**src/bipb_pkg.sv**
```systemverilog
/*
 Shared constants and types of the BCD instrument port bridge.
 Assumes nothing; imported by every module of the block except bipb_fifo and bipb_instr_model.
*/
package bipb_pkg;
  localparam int unsigned NPORT   = 12;
  localparam int unsigned NIB     = 4;
  localparam int unsigned PW      = NPORT * NIB;
  localparam int unsigned NCH     = 2;
  localparam int unsigned FIFO_W  = 8;
  localparam int unsigned FIFO_D  = 8;
  // host control word fields
  localparam int unsigned CR_ORDER = 0;
  localparam int unsigned CR_END   = 1;
  localparam int unsigned CR_RST   = 2;
  localparam int unsigned CR_IRQ   = 3;
  localparam int unsigned CR_NEG   = 4;
  localparam int unsigned CR_FAST  = 5;
  // host status word fields
  localparam int unsigned SR_IBF  = 0;
  localparam int unsigned SR_BUSY = 1;
  localparam int unsigned SR_END  = 2;
  localparam int unsigned SR_ACK  = 3;
  localparam int unsigned SR_OBF  = 7;
  // order byte fields
  localparam int unsigned CMD_OUT  = 7;
  localparam int unsigned CMD_CHB  = 6;
  localparam int unsigned CMD_LEAD = 5;
  localparam int unsigned CMD_SIGN = 4;
  localparam int unsigned SIGN_BIT_A = 44;
  localparam int unsigned SIGN_BIT_B = 45;
  localparam logic [3:0] SIGN_PORT   = 4'hB;
  localparam logic [3:0] PORT_FIRST  = 4'h0;
  localparam logic [3:0] CNT_ONE     = 4'h1;
  localparam logic [7:0] ASC_ZERO    = 8'h30;
  localparam logic [7:0] ASC_PLUS    = 8'h2B;
  localparam logic [7:0] ASC_MINUS   = 8'h2D;
  localparam logic [7:0] ASC_COMMA   = 8'h2C;
  localparam logic [7:0] ASC_SPACE   = 8'h20;
  typedef enum logic [2:0] {
    ST_IDLE, ST_DECODE, ST_REQ, ST_WAIT, ST_SIGN, ST_EMIT
  } bipb_state_t;
endpackage : bipb_pkg

```
**src/bipb_flag_sync.sv**
```systemverilog
/*
 Two-stage synchroniser and edge detector for the peripheral response lines.
 Assumes the lines change freely relative to i_mclk.
*/
`timescale 1ns/100ps
module bipb_flag_sync (
  input  wire logic                        i_mclk,
  input  wire logic                        i_rst_b,
  input  wire logic [bipb_pkg::NCH-1:0]    i_line,
  output logic      [bipb_pkg::NCH-1:0]    o_rise,
  output logic      [bipb_pkg::NCH-1:0]    o_fall
);
  import bipb_pkg::*;
  typedef struct packed {
    logic [NCH-1:0] meta;
    logic [NCH-1:0] sync;
    logic [NCH-1:0] last;
  } bipb_sync_t;
  bipb_sync_t s, next_s;

  always_comb begin
    next_s      = s;
    next_s.meta = i_line;
    next_s.sync = s.meta;
    next_s.last = s.sync;
  end

  always_ff @(posedge i_mclk or negedge i_rst_b) begin
    if (!i_rst_b) begin
      s <= '0;
    end else begin
      s <= next_s;
    end
  end

  // edges only from the settled stages
  assign o_rise = s.sync & ~s.last;
  assign o_fall = ~s.sync & s.last;
endmodule : bipb_flag_sync

```
**src/bipb_fifo.sv**
```systemverilog
/*
 Small flip-flop FIFO with valid/ready on both sides.
 Assumes one clock; push and pop may occur in the same cycle.
*/
`timescale 1ns/100ps
module bipb_fifo #(
  parameter int unsigned W = 8,
  parameter int unsigned D = 8
) (
  input  wire logic         i_mclk,
  input  wire logic         i_rst_b,
  input  wire logic         i_in_valid,
  output logic              o_in_ready,
  input  wire logic [W-1:0] i_in_data,
  output logic              o_out_valid,
  input  wire logic         i_out_ready,
  output logic      [W-1:0] o_out_data
);
  localparam int unsigned AW = $clog2(D);
  typedef struct packed {
    logic [D-1:0][W-1:0] mem;
    logic [AW-1:0]       wp;
    logic [AW-1:0]       rp;
    logic [AW:0]         cnt;
  } bipb_fifo_t;
  bipb_fifo_t s, next_s;
  logic push, pop;

  assign o_in_ready  = (s.cnt != (AW+1)'(D));
  assign o_out_valid = (s.cnt != '0);
  assign o_out_data  = s.mem[s.rp];
  assign push        = i_in_valid & o_in_ready;
  assign pop         = o_out_valid & i_out_ready;

  always_comb begin
    next_s = s;
    if (push) begin
      next_s.mem[s.wp] = i_in_data;
      next_s.wp        = (s.wp == AW'(D-1)) ? '0 : s.wp + AW'(1);
    end
    if (pop) begin
      next_s.rp = (s.rp == AW'(D-1)) ? '0 : s.rp + AW'(1);
    end
    next_s.cnt = s.cnt + (AW+1)'(push) - (AW+1)'(pop);
  end

  always_ff @(posedge i_mclk or negedge i_rst_b) begin
    if (!i_rst_b) begin
      s <= '0;
    end else begin
      s <= next_s;
    end
  end
endmodule : bipb_fifo

```
**src/bipb_bridge.sv**
```systemverilog
/*
 Host register bridge plus hardware transfer engine for twelve BCD ports.
 Assumes a synchronous host strobe bus and instruments on two channels.
*/
`timescale 1ns/100ps
module bipb_bridge (
  input  wire logic                       i_mclk,
  input  wire logic                       i_rst_b,
  input  wire logic [2:0]                 i_select_code_bit,
  input  wire logic [3:0]                 i_host_addr,
  input  wire logic                       i_host_wr,
  input  wire logic                       i_host_rd,
  input  wire logic [7:0]                 i_host_wdata,
  output logic      [7:0]                 o_host_rdata,
  output logic                            o_host_irq,
  output logic                            o_host_halt,
  input  wire logic [bipb_pkg::PW-1:0]    i_port_data,
  output logic      [bipb_pkg::PW-1:0]    o_port_data,
  output logic      [bipb_pkg::PW-1:0]    o_port_oe,
  output logic      [bipb_pkg::NCH-1:0]   o_dir_line,
  output logic      [bipb_pkg::NCH-1:0]   o_request_line,
  input  wire logic [bipb_pkg::NCH-1:0]   i_peripheral_response_line
);
  import bipb_pkg::*;

  typedef struct packed {
    bipb_state_t       st;
    logic [7:0]        host_control_word;
    logic [7:0]        host_out_buffer;
    logic [7:0]        host_in_buffer;
    logic              out_buffer_full;
    logic              in_buffer_full;
    logic              busy;
    logic              controller_end_of_transfer;
    logic              controller_irq_ack;
    logic              service;
    logic              host_stall_enable;
    logic              halt;
    logic [7:0]        rdata;
    logic [7:0]        order;
    logic [7:0]        byte_l;
    logic              end_l;
    logic [3:0]        ptr;
    logic [3:0]        cnt;
    logic [PW-1:0]     sample;
    logic [PW-1:0]     pdata;
    logic [NPORT-1:0]  oe;
    logic [NCH-1:0]    dir;
    logic [NCH-1:0]    req;
  } bipb_bridge_t;
  bipb_bridge_t s, next_s;

  logic [NCH-1:0] flag_rise, flag_fall;
  logic           fifo_in_valid, fifo_in_ready, fifo_out_valid, fifo_out_ready;
  logic [7:0]     fifo_in_data, fifo_out_data;
  logic           hit, ctrl_reset, controller_test_input;
  logic           ch, neg;
  logic [3:0]     last_cnt;
  logic [7:0]     host_status_word;

  bipb_flag_sync u_sync (
    .i_mclk (i_mclk),
    .i_rst_b(i_rst_b),
    .i_line (i_peripheral_response_line),
    .o_rise (flag_rise),
    .o_fall (flag_fall)
  );

  // converted characters queue here so the engine can run ahead of the host
  bipb_fifo #(.W(FIFO_W), .D(FIFO_D)) u_fifo (
    .i_mclk     (i_mclk),
    .i_rst_b    (i_rst_b),
    .i_in_valid (fifo_in_valid),
    .o_in_ready (fifo_in_ready),
    .i_in_data  (fifo_in_data),
    .o_out_valid(fifo_out_valid),
    .i_out_ready(fifo_out_ready),
    .o_out_data (fifo_out_data)
  );

  assign hit                   = (i_host_addr[3:1] == i_select_code_bit);
  assign ctrl_reset            = s.host_control_word[CR_RST];
  assign controller_test_input = s.host_control_word[CR_IRQ];
  assign ch                    = s.order[CMD_CHB];
  assign neg                   = s.host_control_word[CR_NEG];
  assign last_cnt              = s.order[3:0] - CNT_ONE;
  assign fifo_out_ready        = ~s.in_buffer_full;
  assign host_status_word      = {s.out_buffer_full, 3'h0, s.controller_irq_ack,
                                  s.controller_end_of_transfer, s.busy,
                                  s.in_buffer_full};

  always_comb begin
    next_s        = s;
    fifo_in_valid = 1'b0;
    fifo_in_data  = ASC_ZERO;
    next_s.rdata  = 8'h00;
    // host side register bridge
    if (i_host_wr && hit) begin
      if (!i_host_addr[0]) begin
        next_s.host_control_word = i_host_wdata;
      end else begin
        next_s.host_out_buffer = i_host_wdata;
      end
    end
    if (i_host_rd && hit) begin
      if (!i_host_addr[0]) begin
        next_s.rdata   = host_status_word;
        next_s.service = 1'b0;
      end else begin
        next_s.rdata          = s.host_in_buffer;
        next_s.in_buffer_full = 1'b0;
      end
    end
    if (fifo_out_valid && !s.in_buffer_full) begin
      next_s.host_in_buffer = fifo_out_data;
      next_s.in_buffer_full = 1'b1;
    end
    // transfer engine
    case (s.st)
      ST_IDLE: begin
        next_s.busy = 1'b0;
        if (controller_test_input && !s.controller_irq_ack) begin
          next_s.controller_irq_ack = 1'b1;
        end else if (s.out_buffer_full) begin
          next_s.busy            = 1'b1;
          next_s.byte_l          = s.host_out_buffer;
          next_s.end_l           = s.host_control_word[CR_END];
          next_s.out_buffer_full = 1'b0;
          next_s.st              = ST_DECODE;
          if (s.host_control_word[CR_ORDER]) begin
            next_s.order = s.host_out_buffer;
          end
        end
        if (!controller_test_input) begin
          next_s.controller_irq_ack = 1'b0;
        end
      end
      ST_DECODE: begin
        next_s.st = ST_IDLE;
        if (s.host_control_word[CR_ORDER]) begin
          next_s.cnt                        = '0;
          next_s.controller_end_of_transfer = 1'b0;
          next_s.host_stall_enable          = s.host_control_word[CR_FAST];
          next_s.ptr = ch ? (SIGN_PORT - s.order[3:0]) : PORT_FIRST;
          next_s.dir[ch] = s.order[CMD_OUT];
          if (s.order[CMD_OUT]) begin
            next_s.oe = '1;
            next_s.pdata[ch ? SIGN_BIT_B : SIGN_BIT_A] = neg;
          end else begin
            next_s.oe = '0;
            next_s.st = ST_REQ;
          end
        end else if (s.order[CMD_OUT]) begin
          if (s.byte_l == ASC_PLUS || s.byte_l == ASC_MINUS) begin
            // sign line level is the wanted truth xor the logic sense
            next_s.pdata[ch ? SIGN_BIT_B : SIGN_BIT_A] =
              (s.byte_l == ASC_MINUS) ^ neg;
          end else if (s.byte_l > ASC_SPACE && s.byte_l != ASC_COMMA) begin
            next_s.pdata[s.ptr*NIB +: NIB] = s.byte_l[3:0];
            next_s.ptr = s.ptr + CNT_ONE;
            next_s.cnt = s.cnt + CNT_ONE;
            if (s.cnt == last_cnt) begin
              next_s.st = ST_REQ;
            end
          end
          if (s.end_l) begin
            next_s.st = ST_REQ;
          end
        end
      end
      ST_REQ: begin
        next_s.req[ch] = 1'b1;
        next_s.st      = ST_WAIT;
      end
      ST_WAIT: begin
        if (s.order[CMD_LEAD] && flag_rise[ch]) begin
          next_s.req[ch] = 1'b0;
        end
        if (flag_fall[ch]) begin
          next_s.req[ch] = 1'b0;
          if (s.order[CMD_OUT]) begin
            next_s.controller_end_of_transfer = 1'b1;
            next_s.service                    = 1'b1;
            next_s.host_stall_enable          = 1'b0;
            next_s.st                         = ST_IDLE;
          end else begin
            next_s.sample = i_port_data;
            next_s.st     = s.order[CMD_SIGN] ? ST_SIGN : ST_EMIT;
          end
        end
      end
      ST_SIGN: begin
        fifo_in_valid = 1'b1;
        fifo_in_data  = (s.sample[ch ? SIGN_BIT_B : SIGN_BIT_A] ^ neg) ?
                        ASC_MINUS : ASC_PLUS;
        if (fifo_in_ready) begin
          next_s.st = ST_EMIT;
        end
      end
      ST_EMIT: begin
        fifo_in_valid = 1'b1;
        fifo_in_data  = ASC_ZERO | {4'h0, s.sample[s.ptr*NIB +: NIB]};
        if (fifo_in_ready) begin
          next_s.ptr = s.ptr + CNT_ONE;
          next_s.cnt = s.cnt + CNT_ONE;
          if (s.cnt == last_cnt) begin
            next_s.controller_end_of_transfer = 1'b1;
            next_s.service                    = 1'b1;
            next_s.host_stall_enable          = 1'b0;
            next_s.st                         = ST_IDLE;
          end
        end
      end
      default: begin
        next_s.st = ST_IDLE;
      end
    endcase
    // host byte lands after the engine took the old one, so a set wins
    if (i_host_wr && hit && i_host_addr[0]) begin
      next_s.out_buffer_full = 1'b1;
    end
    // the host's reset bit holds the engine and the lines quiet
    if (ctrl_reset) begin
      next_s.st                         = ST_IDLE;
      next_s.busy                       = 1'b0;
      next_s.oe                         = '0;
      next_s.dir                        = '0;
      next_s.req                        = '0;
      next_s.controller_end_of_transfer = 1'b0;
      next_s.controller_irq_ack         = 1'b0;
      next_s.host_stall_enable          = 1'b0;
    end
    // halting keeps a fast host from overrunning the out buffer or reading an empty in buffer
    next_s.halt = next_s.host_stall_enable &
                  (next_s.out_buffer_full | ~next_s.in_buffer_full);
  end

  always_ff @(posedge i_mclk or negedge i_rst_b) begin
    if (!i_rst_b) begin
      s <= '0;
    end else begin
      s <= next_s;
    end
  end

  assign o_host_rdata   = s.rdata;
  assign o_host_irq     = s.service;
  assign o_host_halt    = s.halt;
  assign o_port_data    = s.pdata;
  assign o_dir_line     = s.dir;
  assign o_request_line = s.req;

  genvar g;
  generate
    for (g = 0; g < NPORT; g++) begin : g_oe
      assign o_port_oe[g*NIB +: NIB] = {NIB{s.oe[g]}};
    end
  endgenerate

  AST_MISS_NO_OBF: assert property (@(posedge i_mclk) disable iff (!i_rst_b)
    (i_host_wr && !hit && !s.out_buffer_full) |=> !s.out_buffer_full)
    else $error("out buffer filled by a write to another select code");
  AST_OB_WRITE: assert property (@(posedge i_mclk) disable iff (!i_rst_b)
    (i_host_wr && hit && i_host_addr[0]) |=> s.out_buffer_full)
    else $error("out buffer write did not set out-full");
  AST_STATUS_ZEROS: assert property (@(posedge i_mclk) disable iff (!i_rst_b)
    (i_host_rd && hit && !i_host_addr[0]) |=>
      (o_host_rdata[6:4] == 3'h0 && o_host_rdata[7] == $past(s.out_buffer_full)))
    else $error("status read layout wrong");
  AST_IB_READ: assert property (@(posedge i_mclk) disable iff (!i_rst_b)
    (i_host_rd && hit && i_host_addr[0] && s.in_buffer_full) |=>
      (o_host_rdata == $past(s.host_in_buffer)))
    else $error("in buffer read returned wrong byte");
  AST_RESET_BIT: assert property (@(posedge i_mclk) disable iff (!i_rst_b)
    ctrl_reset |=> (o_port_oe == '0 && o_request_line == '0 && !s.busy))
    else $error("reset bit left lines driven");
  AST_BUSY_RISE: assert property (@(posedge i_mclk) disable iff (!i_rst_b)
    (s.st == ST_IDLE && s.out_buffer_full && !ctrl_reset &&
     !(controller_test_input && !s.controller_irq_ack)) |=> s.busy[*2])
    else $error("busy not raised for a waiting byte");
  AST_ACK: assert property (@(posedge i_mclk) disable iff (!i_rst_b)
    (s.st == ST_IDLE && controller_test_input && !s.controller_irq_ack && !ctrl_reset)
      |=> s.controller_irq_ack)
    else $error("interrupt not acknowledged");
  AST_LEAD_DROP: assert property (@(posedge i_mclk) disable iff (!i_rst_b)
    (s.st == ST_WAIT && s.order[CMD_LEAD] && flag_rise[ch] && !ctrl_reset)
      |=> !o_request_line[$past(ch)])
    else $error("leading mode request not dropped");
  AST_ASCII: assert property (@(posedge i_mclk) disable iff (!i_rst_b)
    (s.st == ST_EMIT) |-> (fifo_in_data[7:4] == 4'h3))
    else $error("digit not converted to ASCII");
  AST_ONE_CHANNEL: assert property (@(posedge i_mclk) disable iff (!i_rst_b)
    !(o_request_line[0] && o_request_line[1]))
    else $error("both channels requesting");
  COV_INPUT: cover property (@(posedge i_mclk) disable iff (!i_rst_b)
    (s.st == ST_EMIT) ##1 (s.st == ST_IDLE));
  COV_OUTPUT: cover property (@(posedge i_mclk) disable iff (!i_rst_b)
    (s.st == ST_WAIT && s.order[CMD_OUT] && flag_fall[ch]));
  COV_FIFO_FULL: cover property (@(posedge i_mclk) disable iff (!i_rst_b)
    (fifo_in_valid && !fifo_in_ready));
endmodule : bipb_bridge

```
**config.mk**
```make
export PLATFORM = sky130hd
export DESIGN_NAME = bipb_bridge
export DESIGN_NICKNAME = d
export VERILOG_FILES = /design/src/bipb_pkg.sv /design/src/bipb_flag_sync.sv /design/src/bipb_fifo.sv /design/src/bipb_bridge.sv
export SDC_FILE = /design/constraint.sdc
export NUM_CORES = 1
export LEC_CHECK = 0
export BUFFER_PORTS_ARGS = -buffer_cell sky130_fd_sc_hd__buf_2
export CORE_UTILIZATION = 60
export DETAILED_ROUTE_END_ITERATION = 6
export PLACE_DENSITY = 0.89
export SYNTH_ARGS = -nofsm -noshare
export SYNTH_HDL_FRONTEND = slang
export SYNTH_SLANG_ARGS = --single-unit
export TNS_END_PERCENT = 30
```
**constraint.sdc**
```tcl
create_clock -name i_mclk -period 6.5 [get_ports i_mclk]
set_input_delay 0.325 -clock i_mclk [delete_from_list [all_inputs] [get_ports i_mclk]]
set_output_delay 0.325 -clock i_mclk [all_outputs]
set_load 0.02 [all_outputs]
```
==> results by group <==
Synth
  – Cell variety after synth: 73
  – Syn_nets: 1124
  – Synth area leaders: dfrtp_1, mux2_2, buf_4, mux2i_1, mux4_2
  – Share of the synthesized area in the top cell type: 48.85%
  – Sequential area share after synthesis: 48.85%
  – Synth Register Bits: 228
  – Mapped Cells: 1036
  – Largest area contributor in the netlist: dfrtp_1
  – Synthesized area: 11680 um^2
  – Ys Warns: 0
  – Average size of a mapped cell: 11.27 um^2
  – Synth Flop Type: dfrtp_1
  – Post-synth EDFFs: 0
  – Synth top cells by count: dfrtp_1, buf_4, mux2_2, nand2_1, nor2_1
  – Count leader, synth: dfrtp_1
  – Fraction of registers with async set/reset: 100.0%

Timing
  – Pins over their slew limit: 0
  – RSZ-0062 raised after global routing: no
  – Fin crit period: 3.113 ns
  – Worst Setup Slack, final: 3.387 ns
  – Pin slew with the least headroom to its limit: 1.168 ns
  – Final setup viols: 0
  – Rel. slew slack: 21.53%
  – Setup TNS: 0 ns
  – Max Freq: 321.3 MHz
  – Period utilization: 47.89%
  – Final Hold Fails: 0
  – Clock Skews: 0.01959 ns

Power
  – Peak VDD IR: 0.2480 mV
  – Leak: 6.298 nW
  – Power Density: 403.1 nW/um^2

Floorplanning
  – Core Rows: 50
  – Starting density of the core: 61.81%
  – Die Width: 141.5 um
  – Die area: 20030 um^2
  – Core area: 18890 um^2
  – Die H: 141.5 um
  – IO Pins: 179

Worst setup path
  – R2R Setup Slk: 3.39 ns
  – R2R depth: 6
  – Setup crit start kind: flip-flop
  – Crit path required time: 6.90 ns
  – CP Class: reg2reg
  – Worst r2r src: s[117]$_DFFE_PN0P_
  – Data arrival, critical path: 3.51 ns
  – Crit Path Max Fanout: 22
  – CP endpoint kind: flip-flop
  – FF-to-FF End: o_port_data[11]$_DFFE_PN0P_

Clock tree
  – Clk slew on worst S/H paths: 0.06 ns
  – CTS tree: done
  – Clk buf depth: 3
  – Post-CTS Setup Inserts: 0
  – CTS Root Buffer Type: clkbuf_16
  – CTS sink cnt: 228
  – Post_cts resized: 0
  – Skew-Pair Late Insertion Delay: 0.52 ns
  – Cts bufs inserted: 25
  – Hold_buf cts: 3
  – CTS H-tree depth: 1

Min path
  – Hold Path Stages: 2
  – Hold Crit Start: i_port_data[2]
  – Hold WC Path Type: in2reg
  – Hold endpoint: s[66]$_DFFE_PN0P_

Drt
  – Drt first pass iters: 5
  – Final WL: 25000 um
  – Vias/cell: 5.743
  – Drc violations: 0
  – Via Count: 7845
  – Initial DRC count: 651
  – Routed WL per cell: 18.30 um
  – Final ANT Viol Nets: 0

Finish
  – # diodes: 0
  – Area Growth Syn to Fin: 8.486%
  – Nets: 1177
  – Fraction of layout cells with a size suffix above 1: 34.27%

Flow run
  – Max-cap violations: 0

Place
  – IO Port Bufs: 177
  – Placement Setup Slack: 3.540 ns
  – DP HPWL: 17300 um
  – Routability congestion estimate: 0.9053

Outcome
  – Status: completed

Global routing
  – Vias in the first global route: 7880
  – Total track usage: 25.89%
  – Pin count of the biggest net entering global routing: 86
  – Initial antenna violation count: 0
  – First-pass GRT wire length: 40720 um
  – Total grt overflow: 0
==> through the flow <==
step                power (mW)  hold WS [ns]  utilization (%)  area, um^2  std cells
floorplan                3.359       0.02941                -       11680       1036
finish                   5.107       0.02946            67.06       12670       1366
CTS                      5.107       0.01741            67.06       12670       1366
detailed placement       3.736        0.3160            62.76       11860       1319
global placement         3.641        0.3115            62.76       11860       1319
global route             5.406       0.01945            67.06       12670       1366
==> power breakdown <==
part | leakage [nW] | total [mW] | switching (mW) | internal [mW]
combinational | 2.94 | 1.51 | 0.751 | 0.754
clock | 0.387 | 1.36 | 0.562 | 0.793
sequential | 2.97 | 2.25 | 0.476 | 1.77
==> worst max path at each step <==
stage / start / endpoint / slack, ns / depth (start not counted)
6_report: s[117]$_DFFE_PN0P_ / o_port_data[11]$_DFFE_PN0P_ / 3.39 / 6
4_1_cts: s[117]$_DFFE_PN0P_ / o_port_data[11]$_DFFE_PN0P_ / 3.46 / 6
5_1_grt: s[117]$_DFFE_PN0P_ / o_port_data[8]$_DFFE_PN0P_ / 3.19 / 6
3_5_place_dp: s[117]$_DFFE_PN0P_ / o_port_data[9]$_DFFE_PN0P_ / 3.54 / 6
2_1_floorplan: s[116]$_DFFE_PN0P_ / o_port_data[40]$_DFFE_PN0P_ / 3.63 / 12
3_3_place_gp: s[117]$_DFFE_PN0P_ / o_port_data[11]$_DFFE_PN0P_ / 3.66 / 6
==> per-layer routing <==
metal	share of wire (%)	track usage (%)	wire length (um)	up-vias
met4	2.4	7.810	607	0
met5	0	0	0	-
met1	42	35.26	10400	3868
met3	7.4	4.624	1858	45
li1	-	-	-	3582
met2	49	42.76	12140	350
==> cell usage in the layout, fill, tap and decap left out, drive strengths merged, types with 4 or more instances in the layout <==
| cell type | n |
|---|---|
| nor4b | 6 |
| or2 | 4 |
| nand4 | 4 |
| a2bb2oi | 4 |
| mux2 | 111 |
| a22oi | 8 |
| nor4 | 4 |
| and3 | 18 |
| nand2 | 71 |
| or3 | 5 |
| ha | 18 |
| a31oi | 9 |
| dfrtp | 228 |
| buf | 182 |
| nor3 | 17 |
| clkbuf | 35 |
| xor2 | 8 |
| and2 | 7 |
| nor3b | 5 |
| mux4 | 20 |
| nand3 | 25 |
| inv | 50 |
| nand2b | 11 |
| xnor2 | 6 |
| a21oi | 53 |
| clkinv | 5 |
| nor2 | 69 |
| nor2b | 9 |
| mux2i | 45 |
| o21ai | 27 |
==> cell families after synthesis <==
| logic type | after synthesis | synth area share (%) |
|---|---|---|
| AND/OR/NAND/NOR | 269 | 12.20 |
| adder cells (fa/ha/maj) | 19 | 2.100 |
| flip-flops | 228 | 48.85 |
| multiplexers | 176 | 18.55 |
| buffers and inverters | 207 | 10.81 |
| XOR/XNOR | 15 | 1.253 |
| AO/OA/AOI/OAI | 121 | 6.203 |
| other | 1 | 0.03211 |
==> worst max-delay path, stage by stage (launching register included) <==
cell and delay (ns):
dfrtp_1 0.83, inv_1 0.16, ha_1 0.33, xnor2_1 0.63
and2_1 0.29, nor4b_4 0.36, mux2_2 0.39
==> layout make-up <==
cell class	instances	area (um^2)
inverters	48	180.2
multi-input cells	601	4712
clock inverters	9	80.08
repair buffers	185	963.4
fillers	1406	6223
clock buffers	35	703.2
well taps	260	325.3
flip-flops and latches	228	5705
==> state kept, by name, indices dropped and copies added (netlist names), 2 cells and up <==
signal,cells
host_status_word,5
o_dir_line,2
o_host_rdata,7
o_port_data,48
o_request_line,2
s,93
u_fifo.s,58
u_sync.next_s,4
u_sync.s,2
No activity file was read; power rests on OpenSTA's default activity.
